<file path="config.mk">
export PLATFORM = sky130hd
export DESIGN_NAME = cpg_config
export DESIGN_NICKNAME = d
export VERILOG_FILES = /design/src/common/cpg_pkg.sv /design/src/core/cpg_c3_seq.sv /design/src/core/cpg_config.sv /design/src/core/cpg_gfx_map.sv
export SDC_FILE = /design/constraint.sdc
export NUM_CORES = 1
export LEC_CHECK = 0
export ABC_AREA = 1
export BUFFER_PORTS_ARGS = -buffer_cell sky130_fd_sc_hd__buf_2
export CORE_MARGIN = 2
export CORE_UTILIZATION = 50
export CTS_CLUSTER_DIAMETER = 120
export DETAILED_ROUTE_END_ITERATION = 8
export PLACE_DENSITY = 0.81
export SLEW_MARGIN = 0
export SYNTH_ARGS = -nofsm -noshare
export SYNTH_HDL_FRONTEND = slang
export SYNTH_SLANG_ARGS = --single-unit
</file>
<file path="constraint.sdc">
create_clock -name clk -period 2.7 [get_ports clk]
set_input_delay 0.135 -clock clk [delete_from_list [all_inputs] [get_ports clk]]
set_output_delay 0.135 -clock clk [all_outputs]
set_load 0.005 [all_outputs]
</file>
<file path="src/common/cpg_pkg.sv">
// package: offsets, field layout, reset values and carriers for the c3/gfx config block
package cpg_pkg;
   localparam logic [11:0] OFS_C3_POWER_CONTROL = 12'h060;
   localparam logic [11:0] OFS_MGMT_RAM_GRAPHICS_CONTROL = 12'h070;
   localparam logic [11:0] OFS_MEM_SIZE = 12'h080;
   localparam logic [11:0] OFS_BLOCK_STATUS = 12'h084;
   localparam int BIT_PWRDN_BLOCK = 16;
   localparam int BIT_FORCE_BUSY = 10;
   localparam int BIT_SREF_DISABLE = 9;
   localparam int BIT_C3_RSVD = 8;
   localparam int GMS_LSB = 6;
   localparam int USEL_LSB = 4;
   localparam int LSEL_LSB = 2;
   localparam int LOCK_BIT = 1;
   localparam int ERR_BIT = 0;
   localparam logic [31:0] C3_RESET = 32'h0001_0040;
   localparam logic [31:0] C3_WMASK = 32'h0001_06ff;
   localparam logic [7:0] MGMT_RESET = 8'h00;
   localparam logic [7:0] C3_DELAY_RESET = 8'h40;
   localparam logic [19:0] MEM_SIZE_RESET = 20'h04000;
   localparam logic [19:0] SIZE_512K_PAGES = 20'h00080;
   localparam logic [19:0] SIZE_1M_PAGES = 20'h00100;
   typedef enum logic [1:0] {
      GMS_OFF = 2'b00,
      GMS_NOMEM = 2'b01,
      GMS_512K = 2'b10,
      GMS_1M = 2'b11
   } cpg_gms_t;
   typedef struct packed {
      logic pwrdn_block;
      logic force_busy;
      logic sref_disable;
      logic [7:0] delay;
   } cpg_c3_cfg_t;
   typedef struct packed {
      logic gfx_enable;
      logic gfx_clk_en;
      logic vga_internal;
      logic [19:0] seg_base;
      logic [19:0] gfx_base;
      logic [19:0] gfx_size;
   } cpg_gfx_map_t;
endpackage : cpg_pkg

</file>
<file path="src/core/cpg_c3_seq.sv">
// c3 entry sequencer: delay count, then power-down or self-refresh entry
`timescale 1ns/1ns
module cpg_c3_seq
   import cpg_pkg::*;
(
   input wire logic clk,
   input wire logic rst,
   input wire cpg_pkg::cpg_c3_cfg_t cfg,
   input wire logic c3_req,
   output logic mem_cke_low,
   output logic mem_self_refresh,
   output logic counting
);
   typedef enum logic [2:0] {
      ST_IDLE = 3'b001,
      ST_WAIT = 3'b010,
      ST_LOW = 3'b100
   } cpg_c3_st_t;
   cpg_c3_st_t st;
   logic [7:0] cnt;

   always_ff @(posedge clk) begin
      if (rst) begin
         st <= ST_IDLE;
         cnt <= 8'h00;
      end else begin
         case (st)
            ST_IDLE: begin
               if (c3_req) begin
                  cnt <= cfg.delay;
                  st <= ST_WAIT;
               end
            end
            ST_WAIT: begin
               if (!c3_req) begin
                  st <= ST_IDLE;
               end else if (cnt == 8'h00) begin
                  st <= ST_LOW;
               end else begin
                  cnt <= cnt - 8'h01;
               end
            end
            ST_LOW: begin
               if (!c3_req) begin
                  st <= ST_IDLE;
               end
            end
            default: st <= ST_IDLE;
         endcase
      end
   end

   always_ff @(posedge clk) begin
      if (rst) begin
         mem_cke_low <= 1'b0;
         mem_self_refresh <= 1'b0;
      end else begin
         // power-down only while permitted, never before the delay expires
         mem_cke_low <= (st == ST_LOW) && !cfg.pwrdn_block;
         mem_self_refresh <= (st == ST_LOW) && !cfg.sref_disable;
      end
   end

   assign counting = (st == ST_WAIT);

   pwrdn_gate_a: assert property (@(posedge clk) disable iff (rst)
      cfg.pwrdn_block |=> !mem_cke_low)
      else $error("cke lowered while power-down blocked");
   sref_gate_a: assert property (@(posedge clk) disable iff (rst)
      $rose(mem_self_refresh) |-> !$past(cfg.sref_disable))
      else $error("self-refresh entered while disabled");
   delay_first_a: assert property (@(posedge clk) disable iff (rst)
      (st == ST_IDLE && c3_req && cfg.delay == 8'h02
         && cfg.pwrdn_block == 1'b0)
      ##1 c3_req[*4] |-> ##1 mem_cke_low)
      else $error("power-down not entered after the delay");
   delay_hold_a: assert property (@(posedge clk) disable iff (rst)
      (st == ST_WAIT && cnt != 8'h00) |=> !mem_cke_low && !mem_self_refresh)
      else $error("low-power entry before count reached zero");
endmodule : cpg_c3_seq

</file>
<file path="src/core/cpg_config.sv">
// apb register bank for c3 power control and graphics memory select
//
// Contract
// - Bit 16 clear permits lowering cke for power-down; set (reset) forbids it.
// - Bit 10 set drives the active-low graphics busy output low continuously.
// - Bit 9 clear (reset) uses self-refresh in c3; set disables it.
// - Bits 7:0 hold the c3 entry delay, 40h advised.
// - Graphics mode 00 off, 01 on no memory, 10 on 512K, 11 on 1M.
// - Graphics mode acts only outside graphics-port mode, for vga only.
// - Mode 00 disables and clock-gates graphics and forwards vga range.
// - Writing the management register never changes graphics-port mode.
// - Non-zero mode enables graphics, serves vga internally; 10 and 11 take memory.
// - Graphics memory sits directly below the top management segment.
// - Once the lock bit is set the graphics mode field is read-only.
// - Top segment size: 10 gives 512 KB, 11 gives 1 MB, else disabled.
`timescale 1ns/1ns
module cpg_config
   import cpg_pkg::*;
(
   input wire logic clk,
   input wire logic rst,
   input wire logic psel,
   input wire logic penable,
   input wire logic pwrite,
   input wire logic [11:0] paddr,
   input wire logic [31:0] pwdata,
   input wire logic [3:0] pstrb,
   output logic [31:0] prdata,
   output logic pready,
   output logic pslverr,
   input wire logic c3_req,
   input wire logic gfx_busy_req,
   input wire logic gfx_port_mode,
   output logic mem_cke_low,
   output logic mem_self_refresh,
   output logic gfx_port_activity_n,
   output logic internal_graphics_unit_en,
   output logic internal_graphics_unit_clk_en,
   output logic vga_internal,
   output logic [19:0] top_mgmt_segment_base,
   output logic [19:0] gfx_mem_base,
   output logic [19:0] gfx_mem_size
);
   function automatic logic [31:0] strb_merge(input logic [31:0] old,
      input logic [31:0] nw, input logic [3:0] strb);
      logic [31:0] r;
      r = old;
      for (int i = 0; i < 4; i++) begin
         if (strb[i]) begin
            r[i*8 +: 8] = nw[i*8 +: 8];
         end
      end
      strb_merge = r;
   endfunction : strb_merge

   function automatic logic hit(input logic [11:0] a, input logic [11:0] o);
      hit = (a == o);
   endfunction : hit

   logic [31:0] c3_power_control;
   logic [7:0] mgmt_ram_graphics_control;
   logic [19:0] mem_size;
   logic wr_acc;
   logic rd_setup;
   logic mapped;
   logic [31:0] next_c3;
   logic [31:0] next_mgmt;
   logic [7:0] mgmt_wr;
   logic [31:0] next_top;
   logic mgmt_lock;
   logic seq_counting;
   logic [2:0] pin_sync;
   logic busy_seen;
   cpg_c3_cfg_t c3_cfg;
   cpg_gfx_map_t map;
   logic seq_cke_low;
   logic seq_sref;

   assign wr_acc = psel && penable && pwrite;
   assign rd_setup = psel && !penable && !pwrite;
   assign mapped = hit(paddr, OFS_C3_POWER_CONTROL)
      || hit(paddr, OFS_MGMT_RAM_GRAPHICS_CONTROL)
      || hit(paddr, OFS_MEM_SIZE)
      || hit(paddr, OFS_BLOCK_STATUS);
   assign mgmt_lock = mgmt_ram_graphics_control[LOCK_BIT];

   // bit 8 and other reserved bits are dropped by the write mask, so a
   // careless write cannot leave them set
   assign next_c3 = strb_merge(c3_power_control, pwdata, pstrb)
      & C3_WMASK;
   assign next_mgmt = strb_merge({24'h000000, mgmt_ram_graphics_control},
      pwdata, pstrb);
   assign next_top = strb_merge({12'h000, mem_size}, pwdata, pstrb);

   always_comb begin
      mgmt_wr = next_mgmt[7:0];
      if (mgmt_lock) begin
         // lock is sticky until reset; the gms and usel fields freeze with it
         mgmt_wr[7:GMS_LSB] = mgmt_ram_graphics_control[7:GMS_LSB];
         mgmt_wr[5:USEL_LSB] = mgmt_ram_graphics_control[5:USEL_LSB];
         mgmt_wr[LOCK_BIT] = 1'b1;
      end
   end

   always_ff @(posedge clk) begin
      if (rst) begin
         c3_power_control <= C3_RESET;
      end else if (wr_acc && hit(paddr, OFS_C3_POWER_CONTROL)) begin
         c3_power_control <= next_c3;
      end
   end

   // no path from this register to gfx_port_mode exists by construction
   always_ff @(posedge clk) begin
      if (rst) begin
         mgmt_ram_graphics_control <= MGMT_RESET;
      end else if (wr_acc && hit(paddr, OFS_MGMT_RAM_GRAPHICS_CONTROL)) begin
         mgmt_ram_graphics_control <= mgmt_wr;
      end
   end

   always_ff @(posedge clk) begin
      if (rst) begin
         mem_size <= MEM_SIZE_RESET;
      end else if (wr_acc && hit(paddr, OFS_MEM_SIZE)) begin
         mem_size <= next_top[19:0];
      end
   end

   always_ff @(posedge clk) begin
      if (rst) begin
         prdata <= 32'h0000_0000;
      end else if (rd_setup) begin
         case (paddr)
            OFS_C3_POWER_CONTROL: prdata <= c3_power_control;
            OFS_MGMT_RAM_GRAPHICS_CONTROL:
               prdata <= {24'h000000, mgmt_ram_graphics_control};
            OFS_MEM_SIZE: prdata <= {12'h000, mem_size};
            OFS_BLOCK_STATUS:
               prdata <= {26'h0000000, map.gfx_enable, busy_seen,
                  seq_counting, mem_self_refresh, mem_cke_low,
                  gfx_port_mode};
            default: prdata <= 32'h0000_0000;
         endcase
      end
   end

   // one wait-free access phase: answer in the cycle penable rises
   always_ff @(posedge clk) begin
      if (rst) begin
         pready <= 1'b0;
         pslverr <= 1'b0;
      end else begin
         pready <= psel && !penable;
         pslverr <= psel && !penable && !mapped;
      end
   end

   always_ff @(posedge clk) begin
      if (rst) begin
         pin_sync <= 3'b000;
         busy_seen <= 1'b0;
      end else begin
         pin_sync <= {pin_sync[1:0], gfx_busy_req};
         if (pin_sync[2] == pin_sync[1]) begin
            busy_seen <= pin_sync[2];
         end
      end
   end

   always_ff @(posedge clk) begin
      if (rst) begin
         gfx_port_activity_n <= 1'b1;
      end else begin
         gfx_port_activity_n <= !(busy_seen
            || c3_power_control[BIT_FORCE_BUSY]);
      end
   end

   assign c3_cfg.pwrdn_block = c3_power_control[BIT_PWRDN_BLOCK];
   assign c3_cfg.force_busy = c3_power_control[BIT_FORCE_BUSY];
   assign c3_cfg.sref_disable = c3_power_control[BIT_SREF_DISABLE];
   assign c3_cfg.delay = c3_power_control[7:0];

   cpg_c3_seq u_seq (
      .clk(clk),
      .rst(rst),
      .cfg(c3_cfg),
      .c3_req(c3_req),
      .mem_cke_low(seq_cke_low),
      .mem_self_refresh(seq_sref),
      .counting(seq_counting)
   );

   cpg_gfx_map u_map (
      .clk(clk),
      .rst(rst),
      .graphics_memory_select(mgmt_ram_graphics_control[7:GMS_LSB]),
      .usel(mgmt_ram_graphics_control[5:USEL_LSB]),
      .gfx_port_mode(gfx_port_mode),
      .top_of_mem(mem_size),
      .map(map)
   );

   assign mem_cke_low = seq_cke_low;
   assign mem_self_refresh = seq_sref;
   assign internal_graphics_unit_en = map.gfx_enable;
   assign internal_graphics_unit_clk_en = map.gfx_clk_en;
   assign vga_internal = map.vga_internal;
   assign top_mgmt_segment_base = map.seg_base;
   assign gfx_mem_base = map.gfx_base;
   assign gfx_mem_size = map.gfx_size;

   force_busy_a: assert property (@(posedge clk) disable iff (rst)
      c3_power_control[BIT_FORCE_BUSY] |=> !gfx_port_activity_n)
      else $error("busy output not forced low");
   rsvd_zero_a: assert property (@(posedge clk) disable iff (rst)
      c3_power_control[BIT_C3_RSVD] == 1'b0)
      else $error("reserved bit 8 stored as one");
   delay_write_a: assert property (@(posedge clk) disable iff (rst)
      wr_acc && hit(paddr, OFS_C3_POWER_CONTROL) && pstrb[0]
      |=> c3_power_control[7:0] == $past(pwdata[7:0]))
      else $error("delay field not written");
   lock_hold_a: assert property (@(posedge clk) disable iff (rst)
      mgmt_lock |=> $stable(mgmt_ram_graphics_control[7:GMS_LSB]))
      else $error("graphics mode changed while locked");
   mode_enable_a: assert property (@(posedge clk) disable iff (rst)
      !gfx_port_mode && mgmt_ram_graphics_control[7:GMS_LSB] != GMS_OFF
      ##1 !gfx_port_mode && mgmt_ram_graphics_control[7:GMS_LSB] != GMS_OFF
      |=> internal_graphics_unit_en && vga_internal)
      else $error("graphics not enabled for non-zero mode");
   size_1m_a: assert property (@(posedge clk) disable iff (rst)
      !gfx_port_mode && mgmt_ram_graphics_control[7:GMS_LSB] == GMS_1M
      |=> gfx_mem_size == SIZE_1M_PAGES)
      else $error("1M mode does not take 1M");
   seg_size_a: assert property (@(posedge clk) disable iff (rst)
      mgmt_ram_graphics_control[5:USEL_LSB] == 2'b10 ##1 $stable(mem_size)
      |-> top_mgmt_segment_base == mem_size - SIZE_512K_PAGES)
      else $error("top segment not 512 KB below top of memory");
endmodule : cpg_config

</file>
<file path="src/core/cpg_gfx_map.sv">
// graphics memory map: stolen size, placement below the top segment
`timescale 1ns/1ns
module cpg_gfx_map
   import cpg_pkg::*;
(
   input wire logic clk,
   input wire logic rst,
   input wire logic [1:0] graphics_memory_select,
   input wire logic [1:0] usel,
   input wire logic gfx_port_mode,
   input wire logic [19:0] top_of_mem,
   output cpg_pkg::cpg_gfx_map_t map
);
   function automatic logic [19:0] seg_pages(input logic [1:0] sel);
      case (sel)
         2'b10: seg_pages = SIZE_512K_PAGES;
         2'b11: seg_pages = SIZE_1M_PAGES;
         default: seg_pages = 20'h00000;
      endcase
   endfunction : seg_pages

   logic active;
   logic [19:0] next_seg_base;
   logic [19:0] next_size;

   // graphics mode only counts outside graphics-port mode
   assign active = !gfx_port_mode && (graphics_memory_select != GMS_OFF);
   assign next_seg_base = top_of_mem - seg_pages(usel);
   // 01 and 00 take nothing; the others use the same size coding
   assign next_size = gfx_port_mode ? 20'h00000 : seg_pages(graphics_memory_select);

   always_ff @(posedge clk) begin
      if (rst) begin
         map <= '0;
      end else begin
         map.gfx_enable <= active;
         map.gfx_clk_en <= active;
         map.vga_internal <= active;
         map.seg_base <= next_seg_base;
         map.gfx_base <= next_seg_base - next_size;
         map.gfx_size <= next_size;
      end
   end

   below_seg_a: assert property (@(posedge clk) disable iff (rst)
      ##1 map.gfx_base + map.gfx_size == map.seg_base)
      else $error("graphics region not directly below top segment");
   off_nomem_a: assert property (@(posedge clk) disable iff (rst)
      graphics_memory_select == GMS_OFF |=> map.gfx_size == 20'h00000 && !map.gfx_clk_en)
      else $error("graphics off but memory or clock still taken");
endmodule : cpg_gfx_map

</file>
# Word level (Yosys, flattened, before mapping)
# Cells that the tools add are included.
totals:
  regBits: 152
  input_bits: 56
  wordCells: 96
op_classes:
  addsub: 3
  n_eq_ne: 17
  muxes: 15
  n_bitwise: 1
  n_reduce_logical: 37
op_table:
  columns: ["cell", "n"]
  rows:
  - ["$pmux 20 s4", 1]
  - ["$pmux 9 s2", 2]
  - ["$eq 12x7->1 const B", 2]
  - ["$eq 12x8->1 const B", 2]
  - ["$mux 8", 3]
  - ["$sub 20x20->20", 1]
  - ["$sub 20x9->20", 1]
  - ["$pmux 8 s2", 1]
  - ["$reduce_and 2->1", 8]
  - ["$mux 3", 4]
  - ["$logic_and 1x1->1", 11]
  - ["$mux 9", 1]
  - ["$pmux 3 s3", 1]
  - ["$eq 2x2->1 const B", 4]
  - ["$logic_not 8->1", 1]
  - ["$ne 2x2->1 const B", 4]
  - ["$sub 8x1->8 const B", 1]
  - ["$logic_not 1->1", 7]
  - ["$reduce_and 3->1", 2]
  - ["$reduce_bool 2->1", 3]
  - ["$logic_or 1x1->1", 4]
  - ["$reduce_and 4->1", 1]
  - ["$eq 3x1->1 const B", 1]
  - ["$eq 3x2->1 const B", 1]
  - ["6 further kinds", 6]

# Longest topological paths before layout
# Gate-level depths: netlist of run 1.
logic_depth:
  word_depth: 6
  mapped_depth: 17
  ltp_nobuf: 17

# By module
# From an unflattened synthesis of run 1, not the netlist that was laid out.
unflattened:
  cells_unflattened: 763
  hier_area_um2: 5677.9
modules_own_cells:
  columns: ["module", "instances", "cells_per_inst", "area_per_inst_um2", "seq_area_each_um2"]
  rows:
  - ["cpg_config", 1, 390, 2892.8, 1321.3]
  - ["cpg_gfx_map", 1, 251, 1926.8, 720.7]
  - ["cpg_c3_seq", 1, 122, 858.3, 260.2]

# Worst setup path after synthesis of run 1
# Ideal clock, no wire load.
synth_path:
  path_type: "register to register"
  from: "register mgmt_ram_graphics_control[5]"
  to: "register, netlist name u_map.map[39]"
  arrival_time_ns: 2.116
  required_time_ns: 2.591
  path_slack_ns: 0.475
  path_stages_with_launch: 18
  path_buffers: 0
  period_less_slack_ns: 2.225
  cell_sequence: "dfxtp_1 inv_1 nor2_1 ha_1 inv_1 fa_1 inv_1 fa_1 inv_1 nor2_4 nand2_4 nor2_8 nand2_4 nor2_4 nand2_1 nand2_1 nand2_1 inv_1"
synth_via:
  elab_chain_len: 4
  elab_cells_between_ends: 5
synth_lines:
  columns: ["item", "line", "source"]
  rows:
  - ["start, declared", "cpg_config.sv:61", "logic [7:0] mgmt_ram_graphics_control;"]
  - ["start signal, assigned", "cpg_config.sv:118", "mgmt_ram_graphics_control <= mgmt_wr;"]
  - ["$eq 2x2->1", "cpg_gfx_map.sv:15", "case (sel)"]
  - ["$pmux 9 s2 (*)", "cpg_gfx_map.sv:15", null]
  - ["$sub 20x9->20 (*)", "cpg_gfx_map.sv:28", "assign next_seg_base = top_of_mem - seg_pages(usel);"]
  - ["via u_map.next_seg_base[8]", "cpg_gfx_map.sv:23", "logic [19:0] next_seg_base;"]
  - ["$sub 20x20->20 (*)", "cpg_gfx_map.sv:40", "map.gfx_base <= next_seg_base - next_size;"]
# The timed path passes the listed nets; every way through them passes the cells marked *.
# A chain may end at the register's enable or synchronous reset.

# Worst setup path in the final report of run 1
layout_path:
  from: "register mgmt_ram_graphics_control[5]"
  to: "register, netlist name u_map.map[33]"
layout_via:
  elab_chain_len: 4
  elab_cells_between_ends: 5
layout_lines:
  columns: ["item", "line"]
  rows:
  - ["$eq 2x2->1", "cpg_gfx_map.sv:15"]
  - ["$pmux 9 s2 (*)", "cpg_gfx_map.sv:15"]
  - ["$sub 20x9->20 (*)", "cpg_gfx_map.sv:28"]
  - ["via u_map.next_seg_base[8]", "cpg_gfx_map.sv:23"]
  - ["$sub 20x20->20 (*)", "cpg_gfx_map.sv:40"]
# Marks and branches as above.

==> metrics.csv, run 1 <==
stage,metric,value,unit
yosys,ys.warnings.count,0,
power,p_clk_share,53.6,%
floorplanning,coreArea,10300,um^2
yosys,synth.cell_area,5340,um^2
power,vdd_ir_drop_max,0.379,mV
layout,n_fill_cell,883,
power,switching_power,902,uW
detailed_routing,drtIter0Drc,178,
setup_path,worstPathMaxFanout,3,
layout,final-seq-area,2300,um^2
floorplanning,ios,156,
detailed_routing,via_count,4955,
yosys,syn_inst,710,
layout,post_route_cells_drive_above_1_share,23.1,%
floorplanning,die_h,107,um
setup_path,path_common_cell,inv_1,
clock_tree,cts_setup_buffers,0,
clock_tree,clock-sinks,115,
timing,timing.fmax,401,MHz
setup_path,cp_top_family,adder cells,
setup_path,cp.required,3160,ps
timing,rsz0062_at_grt,false,
detailed_routing,final_antenna_net_count,0,
placement,post_dp_cell_area,5800,um^2
placement,pre_cts_ws,268,ps
clock_tree,cts_tree,built,
timing,setup_slack,207,ps
setup_path,start_kind,flip-flop,
global_route,antenna_found_initial,0,
clock_tree,clk_pin_slew,60,ps
layout,layout_commonest_cell,dfxtp_1,
min_path,hold_path.class,primary input to flip-flop,
timing,final_max_slew_viol_count,0,
detailed_routing,viasPerCell,5.02,
power,power.internal,3.30,mW
setup_path,crit_cells,15,
timing,setup_viol,0,
timing,min_period,2490,ps
detailed_routing,drc_errors,0,
detailed_routing,totalWireLength,13400,um
timing,fin_skew,9.15,ps
clock_tree,clk_path_buf_depth,2,
outcome,outcome,completed,
layout,nets,902,
floorplanning,die-area,11500,um^2
setup_path,crit_path_max_incr_delay,510,ps
timing,holdWs,10.4,ps
placement,hpwl,9110,um
setup_path,cp_data_arrival_time,2950,ps
setup_path,r2r-start,mgmt_ram_graphics_control[5],
power,swShare,21.5,%
timing,max_slew_margin,60.9,%
floorplanning,initial_core_util,51.7,%
power,power_density,629,nW/um^2
detailed_routing,drt_pass1_iterations,5,
layout,mostFrequentLayoutCells,"115 x dfxtp_1, 112 x buf_2, 109 x nand2_1, 78 x a21oi_1, 77 x inv_1",
layout,utilization,64.7,%
clock_tree,clock-root-buffer,clkbuf_8,
power,leakage,3.06,nW
setup_path,cp_slowest_cell,fa_1,
yosys,ys_seq_elements,115,
placement,dp_cells,927,
timing,max_slew.worst_pin.slew,586,ps
setup_path,path_class,flip-flop to flip-flop,
placement,portBuffers,112,
global_route,grt_max_degree,63,
job,drv_cap,0,
clock_tree,htree_levels,4,
layout,diodes,0,
layout,final-instance-count-excl-fill,987,
floorplanning,chipWidth,107,um
layout,multi_input_area,2420,um^2
setup_path,endpoint,u_map.map[33],
setup_path,reg2reg_setup_slack,210,ps
global_route,grt_pass1_wl,21500,um
placement,place_congestion,0.835,
min_path,min_from,pstrb[1],
timing,fin_crit_sh,92.3,%
timing,tns,0,ps
layout,postLayoutCellArea,6680,um^2
setup_path,path_cells,inv_1 -> nor2_1 -> ha_1 -> inv_1 -> fa_1 -> inv_1 -> fa_1 -> inv_1 -> nor2_4 -> nand2_4 -> nor2_8 -> nand2_4 -> xor2_1 -> nand2_1 -> inv_1,
global_route,gr-total-overflow,0,
setup_path,worstRegToRegCells,15,
yosys,avgSynthCellArea,7.52,um^2
yosys,yosys.cell_types.count,40,
layout,area_growth,25.3,%
detailed_routing,post_drt_wl_per_cell,13.6,um
timing,hold_violations,0,
setup_path,rr_endpoint,u_map.map[33],
global_route,grt_pass1_vias,4627,
clock_tree,cts_buffers,17,
setup_path,cp_num_buf_inv,5,
setup_path,startpoint,mgmt_ram_graphics_control[5],
floorplanning,num_rows,37,
power,p_comb_share,5.2,%
global_route,groute.usage.overall,23.9,%
setup_path,crit_path_end_kind,flip-flop,
power,power.total,4.20,mW
power,power.share.sequential,41.2,%
clock_tree,clk_latency,520,ps
yosys,synth_seq_area_share,43.1,%
[per-layer routing]
metal,track usage [%],part of all wire [%],routed length [um]
met4,9.65,3.1,411
met2,42.6,50,6720
met3,5.45,6.5,868
met1,27.6,40,5380
met5,0,0,0
[state kept, by name, summed over array words and instances, names as in the netlist]
signal / cells
gfx_port_activity_n: 1
pslverr: 1
u_seq.mem_cke_low: 1
prdata: 20
u_seq.mem_self_refresh: 1
u_map.map: 36
pready: 1
pin_sync: 3
u_seq.st: 3
mgmt_ram_graphics_control: 8
u_seq.cnt: 8
c3_power_control: 11
busy_seen: 1
mem_size: 20
[worst reg2reg max path, stage by stage, from the launching register on]
cell,delay [ps]
dfxtp_1,340
inv_1,60
nor2_1,120
ha_1,160
inv_1,60
fa_1,510
inv_1,80
fa_1,400
inv_1,130
nor2_4,70
nand2_4,90
nor2_8,40
nand2_4,70
xor2_1,140
nand2_1,70
inv_1,80
[cell type report]
class                      instances  share of cell area, %
inverter                          87                   4.89
clock buffer                      23                   7.13
multi-input combinational        474                   36.2
clock inverter                     9                   1.89
sequential                       115                   34.4
tap                              136                   2.55
timing repair buffer             143                   12.9
[worst min-delay path by stage]
stage	endpoint	slack, ps	depth (start not counted)
finish	mem_size[14]	10	3
global route	mem_size[13]	20	3
CTS	mem_size[14]	4	3
detailed placement	pin_sync[0]	350	3
global placement	pin_sync[0]	350	3
floorplan	u_map.map[62]	210	1
[repair_timing]
action,in CTS,in global routing
setup endpoints to repair,0,1
hold endpoints to repair,44,0
gates resized for setup,0,0
hold buffers,28,0
[kinds of logic (layout without fill, tap and decap cells)]
logic type      count (synthesis)  after routing  synth area share (%)
flops                         115            115                  43.1
buf+inv                       150            262                  13.6
other cells                     1             30                0.0703
compound gates                156            156                  15.2
fa+ha+maj                       8              8                  2.16
simple gates                  276            276                  25.2
xor+xnor                        4              4                 0.657
[cell usage after synthesis (all sizes together)]
master | instances | share of area (%)
o21a | 2 | 0.28
nand2 | 126 | 10
xnor2 | 1 | 0.16
o31ai | 1 | 0.14
buf | 49 | 6.5
or2 | 1 | 0.12
o21ai | 66 | 6.2
o22ai | 2 | 0.23
o21bai | 2 | 0.28
nor3 | 8 | 0.94
a211oi | 1 | 0.14
clkbuf | 14 | 0.98
inv | 87 | 6.1
nor2 | 77 | 6.9
dfxtp | 115 | 43
nor4 | 1 | 0.12
xor2 | 3 | 0.49
conb | 1 | 0.070
o211ai | 2 | 0.28
nand3b | 2 | 0.28
nand4 | 9 | 1.1
fa | 2 | 0.75
a21oi | 78 | 7.3
ha | 6 | 1.4
o311ai | 1 | 0.16
nand3 | 51 | 5.3
nand2b | 1 | 0.26
a22oi | 1 | 0.14
[power by group through the flow]
| stage | registers (mW) | logic [mW] | clock network (mW) |
|---|---|---|---|
| finish | 1.73 | 0.220 | 2.25 |
| global placement | 1.76 | 0.186 | 0 |
| detailed placement | 1.77 | 0.189 | 0 |
| floorplan | 1.76 | 0.147 | 0 |
| global route | 1.73 | 0.247 | 2.34 |
| CTS | 1.73 | 0.217 | 2.28 |
Note: power is estimated with default switching activity, not from simulation.
==> run 2: changes to the inputs <==
clock period = 2.3 ns   (was 2.7 ns; I/O delays follow)
==> run 2 against run 1 <==
Clock-buffer cell count unchanged. Clock skew down 0.97 ps. Critical endpoint is now u_map.map[38]. Wire length grew 7.0%. The run now ends with negative setup slack left. Global-route usage increased by 0.90 points. Via count rose by 5.3%. Sequential cell count did not move.
==> metrics.csv, run 2 (synthesis gave the netlist of run 1 again) <==
stage,metric,value,unit,change
power,p_comb_share,5.7,%,+0.5 points
layout,utilization,66.9,%,+2.1 points
clock_tree,clk_path_buf_depth,2,,unchanged
power,vdd_ir_drop_max,0.631,mV,+67%
timing,timing.fmax,410,MHz,+2.3%
clock_tree,cts_buffers,17,,unchanged
setup_path,rr_endpoint,u_map.map[38],,
floorplanning,ios,156,,unchanged
min_path,holdPathStages,3,,unchanged
clock_tree,clock-sinks,115,,unchanged
detailed_routing,drt_pass1_iterations,6,,+1
layout,diodes,0,,unchanged
detailed_routing,drtIter0Drc,328,,+84%
power,p_clk_share,51.7,%,-1.9 points
floorplanning,coreArea,10300,um^2,unchanged
floorplanning,num_rows,37,,unchanged
floorplanning,die_h,107,um,unchanged
power,power_density,691,nW/um^2,+9.9%
layout,n_fill_cell,829,,-6.1%
layout,final-instance-count-excl-fill,1009,,+2.2%
layout,regMostFlops,u_map.map,,
setup_path,worstPathMaxFanout,3,,unchanged
timing,tns,-466,ps,-466 ps
layout,reg.largest.list,"u_map.map (36), mem_size (20), prdata (20)",,
layout,largest_reg_flops,36,,unchanged
timing,fin_skew,8.18,ps,-0.968 ps
power,leakage,3.13,nW,+2.4%
power,swShare,22.7,%,+1.3 points
clock_tree,clk_latency,520,ps,about the same
floorplanning,initial_core_util,51.7,%,unchanged
clock_tree,clk_pin_slew,60,ps,about the same
detailed_routing,drc_errors,0,,unchanged
clock_tree,htree_levels,4,,unchanged
power,switching_power,1.08,mW,+20%
setup_path,r2r-start,mgmt_ram_graphics_control[5],,
placement,portBuffers,112,,unchanged
setup_path,cp_data_arrival_time,2850,ps,-100 ps
outcome,violations,negative setup slack,,
setup_path,path_cells,inv_2 -> nor2_4 -> ha_4 -> inv_2 -> fa_1 -> ha_1 -> inv_1 -> o21bai_1 -> nor2_1 -> nand2_1 -> nor2_2 -> nand3_2 -> nor3_2 -> nor2_1,,
power,power.share.sequential,42.6,%,+1.4 points
timing,hold_violations,0,,unchanged
timing,final_max_slew_viol_count,0,,unchanged
min_path,hold_path.class,primary input to flip-flop,,
timing,fin_crit_sh,106,%,+14 points
setup_path,cp.required,2710,ps,-450 ps
setup_path,cp_top_family,adder cells,,
layout,layout_commonest_cell,dfxtp_1,,
timing,max_slew_margin,60.4,%,-0.46 points
setup_path,crit_path_max_incr_delay,490,ps,-20 ps
power,power.total,4.77,mW,+14%
detailed_routing,via_count,5216,,+5.3%
timing,rsz0062_at_grt,true,,
min_path,min_to,c3_power_control[10],,
detailed_routing,final_antenna_net_count,0,,unchanged
clock_tree,cts_tree,built,,
setup_path,crit_path_end_kind,flip-flop,,
setup_path,cp_slowest_cell,fa_1,,
global_route,antenna_found_initial,0,,unchanged
layout,post_route_cells_drive_above_1_share,26.7,%,+3.5 points
timing,max_slew.worst_pin.slew,590,ps,+4.33 ps
setup_path,reg2reg_setup_slack,-140,ps,-340 ps
detailed_routing,post_drt_wl_per_cell,14.2,um,+4.7%
outcome,outcome,finished with violations,,
placement,place_congestion,0.903,,+8.2%
power,power.internal,3.69,mW,+12%
floorplanning,die-area,11500,um^2,unchanged
layout,nets,924,,+2.4%
setup_path,start_kind,flip-flop,,
timing,holdWs,16.6,ps,+6.18 ps
global_route,gr-total-overflow,0,,unchanged
min_path,min_from,pstrb[1],,
layout,area_growth,29.3,%,
global_route,groute.usage.overall,24.8,%,+0.90 points
floorplanning,chipWidth,107,um,unchanged
global_route,grt_max_degree,56,,-11%
clock_tree,clock-root-buffer,clkbuf_8,,
global_route,grt_pass1_vias,4780,,+3.3%
placement,dp_cells,937,,+1.1%
setup_path,cp_num_buf_inv,3,,-2
layout,mostFrequentLayoutCells,"113 x dfxtp_1, 112 x buf_2, 108 x nand2_1, 76 x a21oi_1, 73 x inv_1",,
timing,setup_slack,-137,ps,-344 ps
setup_path,path_class,flip-flop to flip-flop,,
detailed_routing,totalWireLength,14300,um,+7.0%
placement,hpwl,9350,um,+2.6%
timing,setup_viol,7,,+7
setup_path,worstRegToRegCells,14,,-1
timing,min_period,2440,ps,-56.3 ps
job,drv_cap,0,,unchanged
global_route,grt_pass1_wl,22200,um,+3.4%
detailed_routing,viasPerCell,5.17,,+3.0%
[run 2: cell types whose count changed in the layout (fill, tap and decap cells not counted), moves of 4 or more]
cell           before  now
inv_2              10   14
buf_4               3   19
inv_1              77   73
nand3_2             3    7
nand3_1            47   43
dlygate4sd3_1      28   32
[run 2: routing by layer]
layer,GRT usage [%],part of all wire [%]
met2,44.2,51
met3,4.90,7.4
met1,28.4,39
met4,11.9,2.9
met5,0,0
[run 2: power by group through the flow]
stage / sequential [mW] / combinational (mW) / clock (mW)
floorplan: 2.07 / 0.173 / 0
global placement: 2.07 / 0.224 / 0
detailed placement: 2.07 / 0.226 / 0
CTS: 2.03 / 0.264 / 2.47
global route: 2.03 / 0.303 / 2.55
finish: 2.03 / 0.273 / 2.47
[run 2: final cells by class]
class / count / area (um^2) / share of cell area (%)
Multi-Input combinational cell: 474 / 2480 / 35.9
Clock buffer: 23 / 487 / 7.05
Inverter: 87 / 327 / 4.73
Sequential cell: 115 / 2300 / 33.4
Clock inverter: 9 / 77.6 / 1.12
Timing Repair Buffer: 165 / 1050 / 15.3
Tap cell: 136 / 170 / 2.47
[run 2: what timing repair did]
item	in CTS	in global routing
endpoints found under the setup margin	8	11
resized for setup	10	11
cloned	0	0
hold buffers	32	0
pin swaps	9	9
hold endpoints to repair	46	0
setup buffers	4	5
[run 2: worst max path at each step]
stage	startpoint	endpoint	cells after the start
final	mgmt_ram_graphics_control[5]	u_map.map[38]	14
after global routing	mgmt_ram_graphics_control[5]	u_map.map[38]	15
after CTS	mgmt_ram_graphics_control[5]	u_map.map[38]	14
after detailed placement	mgmt_ram_graphics_control[5]	u_map.map[35]	16
after global placement	mgmt_ram_graphics_control[5]	u_map.map[38]	14
after floorplan	mgmt_ram_graphics_control[5]	u_map.map[39]	17
[run 2: worst min-delay path, stage by stage]
cell,delay (ps)
buf_2,130
nand3_1,160
a21oi_1,80
[run 2: through the flow]
stage,setup slack (ps),instance area (um^2)
6_report,-137,6900
5_1_grt,-311,6900
4_1_cts,-80.2,6820
3_5_place_dp,-109,5890
3_3_place_gp,-28.7,5890
2_1_floorplan,75.0,5450
==> run 3: changes to the inputs <==
SETUP_SLACK_MARGIN = 0.3   (was default)
==> run 3 against run 2 <==
The run still ends with negative setup slack left. Register-to-register slack got worse by 30 ps. Total power increased by 5.8%. Critical path type unchanged. Clock skew increased by 1.4 ps. Via count decreased by 0.52%. Largest power group unchanged. Sequential cell count unchanged. Critical path depth increased by 1.
==> metrics.csv, run 3 (synthesis gave the netlist of run 1 again) <==
stage,metric,value,unit,change
outcome,outcome,finished with violations,,
outcome,violations,negative setup slack,,
setup_path,crit_path_end_kind,flip-flop,,
timing,max_slew_margin,56.7,%,-3.7 points
detailed_routing,post_drt_wl_per_cell,14.5,um,+2.1%
timing,min_period,2470,ps,+34.0 ps
layout,postLayoutCellArea,6930,um^2,+0.36%
placement,post_dp_cell_area,5850,um^2,-0.62%
detailed_routing,via_count,5189,,-0.52%
detailed_routing,final_antenna_net_count,0,,unchanged
layout,layout_commonest_cell,dfxtp_1,,
placement,hpwl,9440,um,+0.92%
setup_path,worstPathMaxFanout,3,,unchanged
timing,fin_skew,9.58,ps,+1.40 ps
power,power_density,729,nW/um^2,+5.4%
power,p_comb_share,5.4,%,-0.3 points
job,drv_cap,0,,unchanged
power,p_clk_share,54.4,%,+2.7 points
detailed_routing,viasPerCell,5.17,,about the same
power,switching_power,1.16,mW,+7.0%
timing,rsz0062_at_grt,true,,
setup_path,cp.required,2770,ps,+60 ps
layout,utilization,67.1,%,+0.24 points
setup_path,cp_data_arrival_time,2940,ps,+90 ps
power,power.internal,3.89,mW,+5.5%
floorplanning,chipWidth,107,um,unchanged
setup_path,start_kind,flip-flop,,
placement,dp_cells,932,,-0.53%
layout,nets,918,,-0.65%
timing,setup_slack,-171,ps,-34.0 ps
detailed_routing,drt_pass1_iterations,5,,-1
power,swShare,23.0,%,+0.25 points
clock_tree,clk_path_buf_depth,2,,unchanged
timing,holdWs,79.0,ps,+62.4 ps
clock_tree,clk_pin_slew,60,ps,about the same
min_path,hold_path.class,primary input to flip-flop,,
placement,pre_cts_ws,-23.3,ps,+85.5 ps
global_route,grt_pass1_vias,4926,,+3.1%
floorplanning,coreArea,10300,um^2,unchanged
floorplanning,die-area,11500,um^2,unchanged
detailed_routing,drc_errors,0,,unchanged
setup_path,path_class,flip-flop to flip-flop,,
layout,final-instance-count-excl-fill,1003,,-0.59%
placement,portBuffers,112,,unchanged
clock_tree,cts_tree,built,,
global_route,groute.usage.overall,25.6,%,+0.80 points
layout,mostFrequentLayoutCells,"113 x dfxtp_1, 112 x buf_2, 107 x nand2_1, 77 x a21oi_1, 71 x inv_1",,
floorplanning,die_h,107,um,unchanged
timing,max_slew.worst_pin.slew,646,ps,+55.4 ps
layout,post_route_cells_drive_above_1_share,26.9,%,+0.18 points
layout,reg.largest.list,"u_map.map (36), mem_size (20), prdata (20)",,
layout,n_fill_cell,827,,-0.24%
timing,fin_crit_sh,107,%,+1.5 points
global_route,antenna_found_initial,0,,unchanged
layout,regMostFlops,u_map.map,,
layout,diodes,0,,unchanged
timing,setup_viol,5,,-2
floorplanning,initial_core_util,51.7,%,unchanged
clock_tree,htree_levels,4,,unchanged
power,power.share.sequential,40.2,%,-2.4 points
layout,largest_reg_flops,36,,unchanged
global_route,grt_max_degree,63,,+13%
floorplanning,num_rows,37,,unchanged
clock_tree,clk_latency,520,ps,about the same
global_route,gr-total-overflow,0,,unchanged
detailed_routing,totalWireLength,14500,um,+1.5%
timing,final_max_slew_viol_count,0,,unchanged
power,leakage,3.15,nW,+0.50%
floorplanning,ios,156,,unchanged
power,vdd_ir_drop_max,0.496,mV,-21%
placement,place_congestion,0.860,,-4.7%
global_route,grt_pass1_wl,23000,um,+3.6%
timing,hold_violations,0,,unchanged
timing,timing.fmax,405,MHz,-1.4%
detailed_routing,drtIter0Drc,339,,+3.4%
layout,area_growth,29.8,%,
clock_tree,cts_buffers,17,,unchanged
clock_tree,clock-root-buffer,clkbuf_8,,
clock_tree,clock-sinks,115,,unchanged
run 3: final cells by class:
| class | instances | area, um^2 | share of cell area, % |
|---|---|---|---|
| clock inverter | 15 | 206 | 2.98 |
| timing repair buffer | 159 | 1000 | 14.4 |
| sequential | 115 | 2300 | 33.3 |
| inverter | 87 | 327 | 4.71 |
| multi-input combinational | 474 | 2500 | 36.2 |
| tap | 136 | 170 | 2.46 |
| clock buffer | 17 | 414 | 5.98 |
run 3: power by group through the flow:
stage	clock network [mW]	logic, mW	registers (mW)
3_5_place_dp	0	0.224	2.07
3_3_place_gp	0	0.220	2.07
2_1_floorplan	0	0.173	2.07
5_1_grt	2.85	0.302	2.03
6_report	2.75	0.271	2.03
4_1_cts	2.76	0.264	2.03
run 3: routing by layer:
layer	up-vias	part of all wire, %	GRT usage, %
met5	-	0	0
met1	2415	41	30.4
met4	0	3.4	12.8
met3	45	6.7	5.33
li1	2522	-	-
met2	207	49	43.8
run 3: through the flow:
stage / power, mW / TNS, ps
3_5_place_dp: 2.30 / -45.2
5_1_grt: 5.18 / -1350
6_report: 5.05 / -519
2_1_floorplan: 2.24 / 0
4_1_cts: 5.05 / 0
3_3_place_gp: 2.29 / 0
run 3: path summary, 6_finish.rpt:
kind                                 from                           end  slack, ps  cells past startpoint
max          mgmt_ram_graphics_control[5]                 u_map.map[38]       -170                     15
min                              pstrb[0]  mgmt_ram_graphics_control[1]         80                      5
max reg2reg  mgmt_ram_graphics_control[5]                 u_map.map[38]       -170                     15
min reg2reg                   pin_sync[0]                   pin_sync[1]        400                      2
run 3: repair_timing:
| action | in CTS | in global routing |
|---|---|---|
| pin swaps | 5 | 9 |
| endpoints found under the hold margin | 46 | 0 |
| hold buffers | 33 | 0 |
| gates resized for setup | 10 | 11 |
| setup endpoints to repair | 14 | 13 |
| buffers inserted | 3 | 3 |
| cloned | 0 | 0 |
run 3: worst max-delay path, cell delays in order, from the launching register on:
cell and delay (ps):
dfxtp_2 330, inv_2 50, nor2_4 100, ha_4 140
inv_2 50, fa_2 570, ha_4 210, inv_2 40
o21bai_1 70, nor2_1 170, nand2_1 120, nor2_2 160
nand3_2 150, nor2_2 150, nor2_1 40, nor2_1 70
